<file path="src/logic/irq_mask_pkg.sv">
// shared constants and types for the usb dma interrupt mask logic
package irq_mask_pkg;

	// ************************************************************
	// bus geometry and responses
	// ************************************************************
	localparam int         ADDR_W      = 32;
	localparam int         DATA_W      = 32;
	localparam int         STRB_W      = DATA_W / 8;
	localparam logic [1:0] RESP_OKAY   = 2'h0;
	localparam logic [1:0] RESP_SLVERR = 2'h2;

	// ************************************************************
	// register byte addresses
	// ************************************************************
	localparam logic [ADDR_W-1:0] ADDR_PEND_STATUS = 32'h8004_0410;
	localparam logic [ADDR_W-1:0] ADDR_EN_SET      = 32'h8004_0418;
	localparam logic [ADDR_W-1:0] ADDR_EN_CLEAR    = 32'h8004_0420;
	localparam logic [ADDR_W-1:0] ADDR_PEND_FORCE  = 32'h8004_0428;
	localparam logic [ADDR_W-1:0] ADDR_PEND_ACK    = 32'h8004_0430;

	// ************************************************************
	// field positions, shared by all five registers
	// ************************************************************
	localparam int BIT_CH0_DONE  = 1;
	localparam int BIT_CH0_FAULT = 2;
	localparam int BIT_CH1_DONE  = 5;
	localparam int BIT_CH1_FAULT = 6;

	localparam logic [DATA_W-1:0] DONE_BITS  = 32'h0000_0022;
	localparam logic [DATA_W-1:0] FAULT_BITS = 32'h0000_0044;
	localparam logic [DATA_W-1:0] IRQ_BITS   = DONE_BITS | FAULT_BITS;
	localparam logic [DATA_W-1:0] FLAGS_RST  = 32'h0000_0000;
	localparam logic [DATA_W-1:0] ZERO_WORD  = 32'h0000_0000;

	// ************************************************************
	// types
	// ************************************************************
	// per-channel event lines from the dma channels, bit index = channel
	typedef struct packed {
		logic [1:0] transfer_done_event;
		logic [1:0] fault_event;
	} dma_evt_t;

	// per-channel flag enables from the channel control registers
	typedef struct packed {
		logic [1:0] done_flag_enable;
		logic [1:0] fault_flag_enable;
	} dma_flag_en_t;

	// a write held until both address and data have arrived
	typedef struct packed {
		logic [ADDR_W-1:0] addr;
		logic [DATA_W-1:0] data;
		logic [STRB_W-1:0] strb;
	} wr_req_t;

	typedef enum logic [1:0] {
		WR_IDLE = 2'h1,
		WR_RESP = 2'h2
	} wr_state_t;

	typedef enum logic [1:0] {
		RD_IDLE = 2'h1,
		RD_DATA = 2'h2
	} rd_state_t;

endpackage

</file>
<file path="src/logic/sticky_flags.sv">
// bank of flags with independent set and clear vectors, set wins
`timescale 1ns/1ps
module sticky_flags
	import irq_mask_pkg::*;
#(
	parameter int                 W     = DATA_W,
	parameter logic [DATA_W-1:0]  RST_V = FLAGS_RST
) (
	input  wire logic         aclk,
	input  wire logic         aresetn,
	input  wire logic         ce,
	input  wire logic [W-1:0] set,
	input  wire logic [W-1:0] clr,
	output logic      [W-1:0] flags_q
);

	logic [W-1:0] flags_d;

	// an event landing in the clearing cycle is kept
	assign flags_d = (flags_q & ~clr) | set;

	always_ff @(posedge aclk) begin
		if (!aresetn) begin
			flags_q <= RST_V[W-1:0];
		end else if (ce) begin
			flags_q <= flags_d;
		end
	end

endmodule // sticky_flags

</file>
<file path="src/logic/usb_dma_irq_mask_logic.sv">
// usb dma interrupt enable, pending and request logic behind an axi4-lite slave
//
// Notes on behaviour
// - writing one to an enable-set bit turns that interrupt on; zeros ignored
// - reading enable-set returns the current enable mask
// - writing one to an enable-clear bit turns that interrupt off; zeros ignored
// - reading enable-clear also returns the current enable mask
// - bits 1,2 are channel 0 done/fault, bits 5,6 channel 1; rest reserved
// - writing one to an ack bit clears that pending flag; zeros ignored
// - ack and force registers always read as zero
// - writing one to a force bit sets that pending flag
// - successful channel completion sets done flag when its flag enable is one
// - channel error abort sets fault flag when its flag enable is one
// - pending flags readable in a read-only status register, same positions
`timescale 1ns/1ps
module usb_dma_irq_mask_logic
	import irq_mask_pkg::*;
(
	input  wire logic              aclk,
	input  wire logic              aresetn,
	input  wire logic              ce,
	input  wire dma_evt_t          dma_evt,
	input  wire dma_flag_en_t      dma_flag_en,
	input  wire logic [ADDR_W-1:0] s_axi_awaddr,
	input  wire logic              s_axi_awvalid,
	output logic                   s_axi_awready,
	input  wire logic [DATA_W-1:0] s_axi_wdata,
	input  wire logic [STRB_W-1:0] s_axi_wstrb,
	input  wire logic              s_axi_wvalid,
	output logic                   s_axi_wready,
	output logic [1:0]             s_axi_bresp,
	output logic                   s_axi_bvalid,
	input  wire logic              s_axi_bready,
	input  wire logic [ADDR_W-1:0] s_axi_araddr,
	input  wire logic              s_axi_arvalid,
	output logic                   s_axi_arready,
	output logic [DATA_W-1:0]      s_axi_rdata,
	output logic [1:0]             s_axi_rresp,
	output logic                   s_axi_rvalid,
	input  wire logic              s_axi_rready,
	output logic                   usb_dma_irq
);

	// ************************************************************
	// declarations
	// ************************************************************
	wr_state_t         wr_state_q;
	wr_state_t         wr_state_d;
	rd_state_t         rd_state_q;
	rd_state_t         rd_state_d;
	wr_req_t           wr_req_q;
	logic              aw_full_q;
	logic              aw_full_d;
	logic              w_full_q;
	logic              w_full_d;
	logic              awready_q;
	logic              wready_q;
	logic              bvalid_q;
	logic [1:0]        bresp_q;
	logic              arready_q;
	logic              rvalid_q;
	logic [DATA_W-1:0] rdata_q;
	logic [1:0]        rresp_q;
	logic              irq_q;
	logic [DATA_W-1:0] en_q;
	logic [DATA_W-1:0] pend_q;

	wire               aw_take;
	wire               w_take;
	wire               do_wr;
	wire               b_done;
	wire               ar_take;
	wire               r_done;
	wire [DATA_W-1:0]  strb_mask;
	wire [DATA_W-1:0]  wr_mask;
	wire               wr_hit_status;
	wire               wr_hit_en_set;
	wire               wr_hit_en_clr;
	wire               wr_hit_force;
	wire               wr_hit_ack;
	wire               wr_mapped;
	wire [DATA_W-1:0]  en_set;
	wire [DATA_W-1:0]  en_clr;
	wire [DATA_W-1:0]  pend_force;
	wire [DATA_W-1:0]  pend_ack;
	wire [DATA_W-1:0]  hw_set;
	wire [DATA_W-1:0]  pend_set;
	wire               rd_hit_status;
	wire               rd_hit_en;
	wire               rd_hit_wo;
	wire               rd_mapped;
	wire [DATA_W-1:0]  rd_word;
	wire               irq_now;

	// ************************************************************
	// write channel: address and data accepted in either order
	// ************************************************************
	// state is frozen while ce is low, so the master must not expect handshakes then
	assign aw_take = ce & s_axi_awvalid & awready_q;
	assign w_take  = ce & s_axi_wvalid & wready_q;
	assign do_wr   = ce & aw_full_q & w_full_q & (wr_state_q == WR_IDLE);
	assign b_done  = ce & bvalid_q & s_axi_bready;

	assign aw_full_d = aw_take | (aw_full_q & ~do_wr);
	assign w_full_d  = w_take | (w_full_q & ~do_wr);

	assign wr_state_d = do_wr  ? WR_RESP :
	                    b_done ? WR_IDLE : wr_state_q;

	assign strb_mask = {{8{wr_req_q.strb[3]}}, {8{wr_req_q.strb[2]}},
	                    {8{wr_req_q.strb[1]}}, {8{wr_req_q.strb[0]}}};
	// reserved bits are dropped here, whatever software writes there
	assign wr_mask   = wr_req_q.data & strb_mask & IRQ_BITS;

	assign wr_hit_status = (wr_req_q.addr == ADDR_PEND_STATUS);
	assign wr_hit_en_set = (wr_req_q.addr == ADDR_EN_SET);
	assign wr_hit_en_clr = (wr_req_q.addr == ADDR_EN_CLEAR);
	assign wr_hit_force  = (wr_req_q.addr == ADDR_PEND_FORCE);
	assign wr_hit_ack    = (wr_req_q.addr == ADDR_PEND_ACK);
	assign wr_mapped     = wr_hit_status | wr_hit_en_set | wr_hit_en_clr |
	                       wr_hit_force | wr_hit_ack;

	assign en_set     = (do_wr & wr_hit_en_set) ? wr_mask : ZERO_WORD;
	assign en_clr     = (do_wr & wr_hit_en_clr) ? wr_mask : ZERO_WORD;
	assign pend_force = (do_wr & wr_hit_force) ? wr_mask : ZERO_WORD;
	assign pend_ack   = (do_wr & wr_hit_ack) ? wr_mask : ZERO_WORD;

	always_ff @(posedge aclk) begin
		if (!aresetn) begin
			wr_state_q <= WR_IDLE;
			aw_full_q  <= 1'b0;
			w_full_q   <= 1'b0;
			awready_q  <= 1'b0;
			wready_q   <= 1'b0;
			wr_req_q   <= '0;
		end else if (ce) begin
			wr_state_q <= wr_state_d;
			aw_full_q  <= aw_full_d;
			w_full_q   <= w_full_d;
			awready_q  <= ~aw_full_d;
			wready_q   <= ~w_full_d;
			if (aw_take) begin
				wr_req_q.addr <= s_axi_awaddr;
			end
			if (w_take) begin
				wr_req_q.data <= s_axi_wdata;
				wr_req_q.strb <= s_axi_wstrb;
			end
		end
	end

	always_ff @(posedge aclk) begin
		if (!aresetn) begin
			bvalid_q <= 1'b0;
			bresp_q  <= RESP_OKAY;
		end else if (ce) begin
			if (do_wr) begin
				bvalid_q <= 1'b1;
				bresp_q  <= wr_mapped ? RESP_OKAY : RESP_SLVERR;
			end else if (b_done) begin
				bvalid_q <= 1'b0;
			end
		end
	end

	// ************************************************************
	// read channel: one read at a time, data one cycle after address
	// ************************************************************
	assign ar_take = ce & s_axi_arvalid & arready_q;
	assign r_done  = ce & rvalid_q & s_axi_rready;

	assign rd_state_d = ar_take ? RD_DATA :
	                    r_done  ? RD_IDLE : rd_state_q;

	assign rd_hit_status = (s_axi_araddr == ADDR_PEND_STATUS);
	assign rd_hit_en     = (s_axi_araddr == ADDR_EN_SET) |
	                       (s_axi_araddr == ADDR_EN_CLEAR);
	assign rd_hit_wo     = (s_axi_araddr == ADDR_PEND_FORCE) |
	                       (s_axi_araddr == ADDR_PEND_ACK);
	assign rd_mapped     = rd_hit_status | rd_hit_en | rd_hit_wo;

	// both enable addresses show the mask, a one meaning enabled
	assign rd_word = rd_hit_status ? (pend_q & IRQ_BITS) :
	                 rd_hit_en     ? (en_q & IRQ_BITS) :
	                 ZERO_WORD;

	always_ff @(posedge aclk) begin
		if (!aresetn) begin
			rd_state_q <= RD_IDLE;
			arready_q  <= 1'b0;
			rvalid_q   <= 1'b0;
			rdata_q    <= ZERO_WORD;
			rresp_q    <= RESP_OKAY;
		end else if (ce) begin
			rd_state_q <= rd_state_d;
			arready_q  <= (rd_state_d == RD_IDLE);
			rvalid_q   <= (rd_state_d == RD_DATA);
			if (ar_take) begin
				rdata_q <= rd_word;
				rresp_q <= rd_mapped ? RESP_OKAY : RESP_SLVERR;
			end
		end
	end

	// ************************************************************
	// enables, pending flags and the request line
	// ************************************************************
	assign hw_set = ({31'h0, dma_evt.transfer_done_event[0] &
	                  dma_flag_en.done_flag_enable[0]} << BIT_CH0_DONE) |
	                ({31'h0, dma_evt.transfer_done_event[1] &
	                  dma_flag_en.done_flag_enable[1]} << BIT_CH1_DONE) |
	                ({31'h0, dma_evt.fault_event[0] &
	                  dma_flag_en.fault_flag_enable[0]} << BIT_CH0_FAULT) |
	                ({31'h0, dma_evt.fault_event[1] &
	                  dma_flag_en.fault_flag_enable[1]} << BIT_CH1_FAULT);

	assign pend_set = hw_set | pend_force;

	sticky_flags #(
		.W     (DATA_W),
		.RST_V (FLAGS_RST)
	) u_enable (
		.aclk    (aclk),
		.aresetn (aresetn),
		.ce      (ce),
		.set     (en_set),
		.clr     (en_clr),
		.flags_q (en_q)
	);

	sticky_flags #(
		.W     (DATA_W),
		.RST_V (FLAGS_RST)
	) u_pending (
		.aclk    (aclk),
		.aresetn (aresetn),
		.ce      (ce),
		.set     (pend_set),
		.clr     (pend_ack),
		.flags_q (pend_q)
	);

	assign irq_now = |(pend_q & en_q & IRQ_BITS);

	always_ff @(posedge aclk) begin
		if (!aresetn) begin
			irq_q <= 1'b0;
		end else if (ce) begin
			irq_q <= irq_now;
		end
	end

	// ************************************************************
	// outputs
	// ************************************************************
	assign s_axi_awready = awready_q;
	assign s_axi_wready  = wready_q;
	assign s_axi_bvalid  = bvalid_q;
	assign s_axi_bresp   = bresp_q;
	assign s_axi_arready = arready_q;
	assign s_axi_rvalid  = rvalid_q;
	assign s_axi_rdata   = rdata_q;
	assign s_axi_rresp   = rresp_q;
	assign usb_dma_irq   = irq_q;
endmodule // usb_dma_irq_mask_logic

</file>
<file path="config.mk">
export PLATFORM = sky130hd
export DESIGN_NAME = usb_dma_irq_mask_logic
export DESIGN_NICKNAME = d
export VERILOG_FILES = /design/src/logic/irq_mask_pkg.sv /design/src/logic/sticky_flags.sv /design/src/logic/usb_dma_irq_mask_logic.sv
export SDC_FILE = /design/constraint.sdc
export NUM_CORES = 1
export LEC_CHECK = 0
export BUFFER_PORTS_ARGS = -buffer_cell sky130_fd_sc_hd__clkbuf_2
export CAP_MARGIN = 20
export CORE_ASPECT_RATIO = 0.9
export CORE_MARGIN = 3
export CORE_UTILIZATION = 31
export CTS_CLUSTER_DIAMETER = 80
export CTS_CLUSTER_SIZE = 8
export DETAILED_ROUTE_END_ITERATION = 8
export MAX_ROUTING_LAYER = met4
export PLACE_DENSITY_LB_ADDON = 0.1
export SYNTH_ARGS = -nofsm -noshare
export SYNTH_HDL_FRONTEND = slang
export SYNTH_SLANG_ARGS = --single-unit
export TNS_END_PERCENT = 1
</file>
<file path="constraint.sdc">
create_clock -name aclk -period 3.2 [get_ports aclk]
set_input_delay 0.48 -clock aclk [delete_from_list [all_inputs] [get_ports aclk]]
set_output_delay 0.48 -clock aclk [all_outputs]
set_load 0.005 [all_outputs]
</file>
Word level (Yosys, flattened, before mapping)
Cells that the tools add are included.

word-level totals
  register bits after elaboration = 152
  latch bits = 0
  memory bits (writable) = 0
  ROM bits = 0
  input bits = 116
  output and inout bits = 42
  memories kept = 0

cells by class
  $add $sub $neg = 0
  $mul = 0
  divide/modulo/power cells = 0
  order comparisons = 0
  equal/unequal tests = 13
  shift-type cells = 0
  multiplexer cells = 14
  bitwise operators = 48
  reduce and logical (&&, ||, !) cells = 7

operators with widths
  operator                                        number
  == test 32 bit (second input constant)          10
  AND 32 bit                                      2
  inverter 7 -> 32 bit                            2
  bitwise OR 32 x 7 -> 32 bit                     2
  two-way mux 7 bit                               6
  AND 1 bit                                       23
  AND 7 bit                                       2
  two-way mux 2 bit                               6
  bitwise OR 1 bit                                10
  AND reduction 2 bit                             5
  bitwise OR 6 x 7 -> 7 bit                       1
  bitwise OR 7 bit                                1
  bitwise OR 2 x 6 -> 6 bit                       1
  bitwise OR 6 x 3 -> 6 bit                       1
  == test 2 x 1 -> 1 bit (second input constant)  2
  OR reduction 4 bit                              1
  inverter 1 bit                                  3
  == test 2 bit (second input constant)           1
  two-way mux 1 bit                               2
  nonzero test 2 bit                              1

Depth between registers and ports, before layout
  word-level depth = 8
  mapped depth = 6
  depth with buffers taken out = 4

Hierarchy
Synthesis repeated with hierarchy kept, for this count alone.

second synthesis, totals
  cell total of the unflattened synthesis = 614
  area, all modules = 5,336.4 sq um

by module, submodules not included
  module                  times used  cells an instance  area an instance (sq um)  seq. area each (sq um)
  sticky_flags            2           142                1,361.3                   640.6
  usb_dma_irq_mask_logic  1           330                2,613.8                   1,081.0

Worst setup path before layout
Ideal clock, no wire load.

  path kind = input to register
  from = input port ce
  to = register u_pending.flags_q[5]
  setup time = 74 ps
  arrival = 1,686 ps
  path slack = 1,440 ps
  stages on the path = 6
  cell sequence = buf_4 -> and3_1 -> nand4_1 -> buf_2 -> or4b_1 -> a31oi_1

between the ends
  cells in the longest elaborated chain, start to end = 8
  elaborated cells on any way between the ends = 11

RTL lines
  element                      RTL line                       text
  start: declaration           usb_dma_irq_mask_logic.sv:21   input wire logic ce,
  AND 1 bit (3 in a row)       usb_dma_irq_mask_logic.sv:101  assign do_wr = ce & aw_full_q & w_full_q & (wr_state_q == WR_IDLE);
  AND 1 bit                    usb_dma_irq_mask_logic.sv:126  assign pend_ack = (do_wr & wr_hit_ack) ? wr_mask : ZERO_WORD;
  two-way mux 7 bit            usb_dma_irq_mask_logic.sv:126
  inverter 7 -> 32 bit         sticky_flags.sv:20             assign flags_d = (flags_q & ~clr) | set;
  AND 32 bit                   sticky_flags.sv:20
  bitwise OR 32 x 7 -> 32 bit  sticky_flags.sv:20
  end signal: assignment       sticky_flags.sv:24             flags_q <= RST_V[W-1:0];
  end signal: assignment       sticky_flags.sv:26             flags_q <= flags_d;
  end: declaration             sticky_flags.sv:14             output logic [W-1:0] flags_q

Parallel ways exist; a longest one is shown, timed or not.
A chain may end at the register's enable or synchronous reset.

Final worst setup path
  from = register wr_req_q[62] (netlist name)
  to = register u_enable.flags_q[2]

between the ends
  cells in the longest elaborated chain, start to end = 6
  elaborated cells on any way between the ends = 9

RTL lines
  element                        RTL line                       text
  start: declaration             usb_dma_irq_mask_logic.sv:51   wr_req_t wr_req_q;
  == test 32 bit                 usb_dma_irq_mask_logic.sv:117  assign wr_hit_en_clr = (wr_req_q.addr == ADDR_EN_CLEAR);
  AND 1 bit                      usb_dma_irq_mask_logic.sv:124  assign en_clr = (do_wr & wr_hit_en_clr) ? wr_mask : ZERO_WORD;
  two-way mux 7 bit              usb_dma_irq_mask_logic.sv:124
  inverter 7 -> 32 bit           sticky_flags.sv:20
  AND 32 bit                     sticky_flags.sv:20
  bitwise OR 32 x 7 -> 32 bit *  sticky_flags.sv:20
  end signal: assignment         sticky_flags.sv:24
  end signal: assignment         sticky_flags.sv:26
  end: declaration               sticky_flags.sv:14

Mark *: on every way between the ends. The rest lies on a longest branch, timed or not.

==> metrics.md <==
| Metric | Value |
|---|---|
| Post-DRT Antenna Nets | `0` |
| CTS tree | `done` |
| Pin count of the biggest net entering global routing | `54` |
| Setup Buffers After CTS | `0` |
| Crit path capture | `u_enable.flags_q[2]` |
| Pleak | `~0.0014 uW` |
| Worst setup SP type | `register` |
| Worst-Margin Slew | `between 0.9 and 1 ns` |
| Fillers | `970` |
| Multi-input logic area | `between 0.001 and 0.0015 mm^2` |
| Slowest stage delay, CP | `between 0.7 and 0.8 ns` |
| Synth-to-layout area growth | `23.6%` |
| Gpl congestion | `roughly 0.74` |
| Worst Path Max Fanout | `14` |
| Fmax | `0.466 GHz` |
| Count of final setup violators | `0` |
| Cts hold-fix bufs | `0` |
| CTS max path bufs | `2` |
| Global route overflow | `0` |
| Worst rel slew slack | `0.391` |
| Antenna fix cells | `0` |
| Fraction of registers with async set/reset | `0` |
| Global Route Usage Sum | `0.144` |
| Startpoint of the worst register-to-register path | `wr_req_q[62]` |
| Antenna violations before repair | `0` |
| Worst Path Arrival | `approximately 2.4 ns` |
| RR Endpoint | `u_enable.flags_q[2]` |
| # nets final | `between 500 and 600` |
| Gates resized, CTS repair | `0` |
| Synth area leader | `dfxtp_1` |
| Final Max Tran Viols | `0` |
| Clock Tree Root | `clkbuf_8` |
| Syn Area/Cell | `~8 um^2` |
| Tmin final | `roughly 2.1 ns` |
| Worst-Skew Late Latency | `about 0.34 ns` |
| Skew final | `roughly 0.011 ns` |
| IO Pins | `158` |
| Vias in the first global route | `about 2600` |
| Hold slack | `approximately 0.35 ns` |
| DRC viols | `0` |
| WS Path Type | `reg -> reg` |
| Post-Syn Area | `0.00291 mm^2` |
| DRT Pass-1 Iters | `4` |
| Via count | `2730` |
| Register area share after synthesis | `0.427` |
| Starting Density | `0.329` |
| Worst VDD drop | `between 0.15 and 0.2 mV` |
| Number of enable flip-flop cells after synthesis | `0` |
| Top-count cell post-synth | `nand2_1` |
| FF-to-FF setup slack | `between 1 and 1.5 ns` |
| Die height | `approximately 98 um` |
| Vias per cell | `between 4 and 5` |
| Dpl hpwl | `5.41 mm` |
| First-iteration detailed-routing DRC count | `roughly 110` |
| Fin crit share | `0.670` |
| Number of max-cap violations | `0` |
| Synth Instances | `366` |
| Port buffer count | `between 90 and 100` |
| R2R cell count | `4` |
| Die Area | `0.0106 mm^2` |
| RSZ-0062 raised after global routing | `no` |
| Yosys cell types | `37` |
| CTS sink cnt | `just over 60` |
| CTS Buf Count | `9` |
| Register area | `about 0.0012 mm^2` |
| Ys Warns | `0` |
| Setup TNS | `0 ns` |
| Seq cells post-synth | `slightly above 60` |
| CP Data Required Time | `about 3.5 ns` |
| Layout cells sized above 1 | `0.258` |
| Top cells by area, synth | `dfxtp_1 43%, nand2_1 11%, buf_4 8.0%` |
| Post-Layout Cell Count | `580` |
| CP Launch Point | `wr_req_q[62]` |
| Path type of the worst min-delay path | `in -> reg` |
| Global-route wire length before repair | `between 10 and 15 mm` |
| Cell Pwr Density | `478 mW/mm^2` |
| Reg clk slew, reported paths | `around 0.080 ns` |
| Inst Count DP | `around 560` |
| Post-synth top area share | `0.427` |
| CP Capture Type | `register` |
| Post-Route WL | `between 7 and 8 mm` |
| Htree depth | `3` |
| Endpoints failing hold | `0` |
| Critical Path Slowest Stage Cell | `or4_1` |
| Outcome | `finished, final reports clean` |
| Wirelength per Cell | `approximately 13 um` |
| Ys flop type | `dfxtp_1` |
| Critical path cell sequence | `nor4_2 > nand4_1 > or4_1 > o22ai_1` |
| Synth cell count leaders | `84 x nand2_1, 62 x dfxtp_1, 46 x a21oi_1` |
| # rows | `32` |
| Die Wd | `approximately 110 um` |
| Placeable Area | `around 0.009 mm^2` |
layout make-up:
class	instances	share of cell area
Multi-Input combinational cell	280	0.406
Sequential cell	62	0.345
Timing Repair Buffer	100	0.142
Tap cell	119	0.0414
Clock buffer	11	0.0393
Clock inverter	5	0.0230
Inverter	3	0.00313
how the worst min path moves through the flow:
stage	from	end	slack (ns)	cells after the start
2_1_floorplan	wr_req_q[54]	wr_req_q[54]	0.43	2
3_3_place_gp	wr_req_q[58]	wr_req_q[58]	0.44	2
3_5_place_dp	s_axi_rdata[1]	s_axi_rdata[1]	0.45	2
4_1_cts	s_axi_awaddr[24]	wr_req_q[60]	0.33	3
5_1_grt	s_axi_awaddr[16]	wr_req_q[52]	0.34	3
6_report	s_axi_awaddr[29]	wr_req_q[65]	0.35	3
layer usage:
metal | up-vias | GRT usage | share of wire
met4 | 0 | 0.0447 | 0.0083
met3 | 6 | 0.0449 | 0.076
met5 | - | - | 0
met1 | 1204 | 0.177 | 0.44
li1 | 1423 | - | -
met2 | 97 | 0.226 | 0.47
metrics by stage:
| step | worst slack (ns) | power [uW] | cell area, um^2 | utilization |
|---|---|---|---|---|
| detailed placement | 1.06 | 969 | 3370 | 0.381 |
| global placement | 1.09 | 967 | 3370 | 0.381 |
| global route | 0.935 | 1800 | 3590 | 0.406 |
| finish | 1.05 | 1720 | 3590 | 0.406 |
| CTS | 1.03 | 1740 | 3590 | 0.406 |
| floorplan | 1.44 | 919 | 3020 | - |
cell usage in the layout, fill, tap and decap left out, types with 10 or more instances in the layout:
cell       n
nand2_1   84
nor4_1    11
clkbuf_2  96
nand3_1   14
conb_1    30
o21ai_0   12
nor2_1    15
clkbuf_8  10
a21oi_1   46
dfxtp_1   62
power by group:
part | internal [uW] | switching, uW
Combinational | 66.3 | 76.4
Clock | 460 | 309
Sequential | 792 | 16.0
Total | 1320 | 402
flip-flops by register name, indices dropped and copies added (netlist names):
name and cells:
s_axi_rdata 4, aw_full_q 1, s_axi_rresp 1, rd_state_q 2
u_enable.flags_q 4, u_pending.flags_q 4, s_axi_wready 1, s_axi_awready 1
wr_state_q 2, s_axi_arready 1, usb_dma_irq 1, s_axi_bresp 1
s_axi_rvalid 1, w_full_q 1, strb_mask 1, wr_req_q 36
cells by family (layout without fill, tap and decap cells):
logic type	after synthesis	count (layout)	share of synthesized area
AO/OA/AOI/OAI	82	82	0.166
buffers and inverters	53	119	0.109
flip-flops	62	62	0.427
multiplexers	5	5	0.0172
other	1	30	0.00129
AND/OR/NAND/NOR	163	163	0.280
critical path, delay by kind of cell, from the launching register on:
| family | cells | cell delay (ns) |
|---|---|---|
| AO/OA/AOI/OAI | 1 | 0.19 |
| flip-flops | 1 | 0.32 |
| AND/OR/NAND/NOR | 3 | 1.55 |
Note: power is estimated with default switching activity, not from simulation.
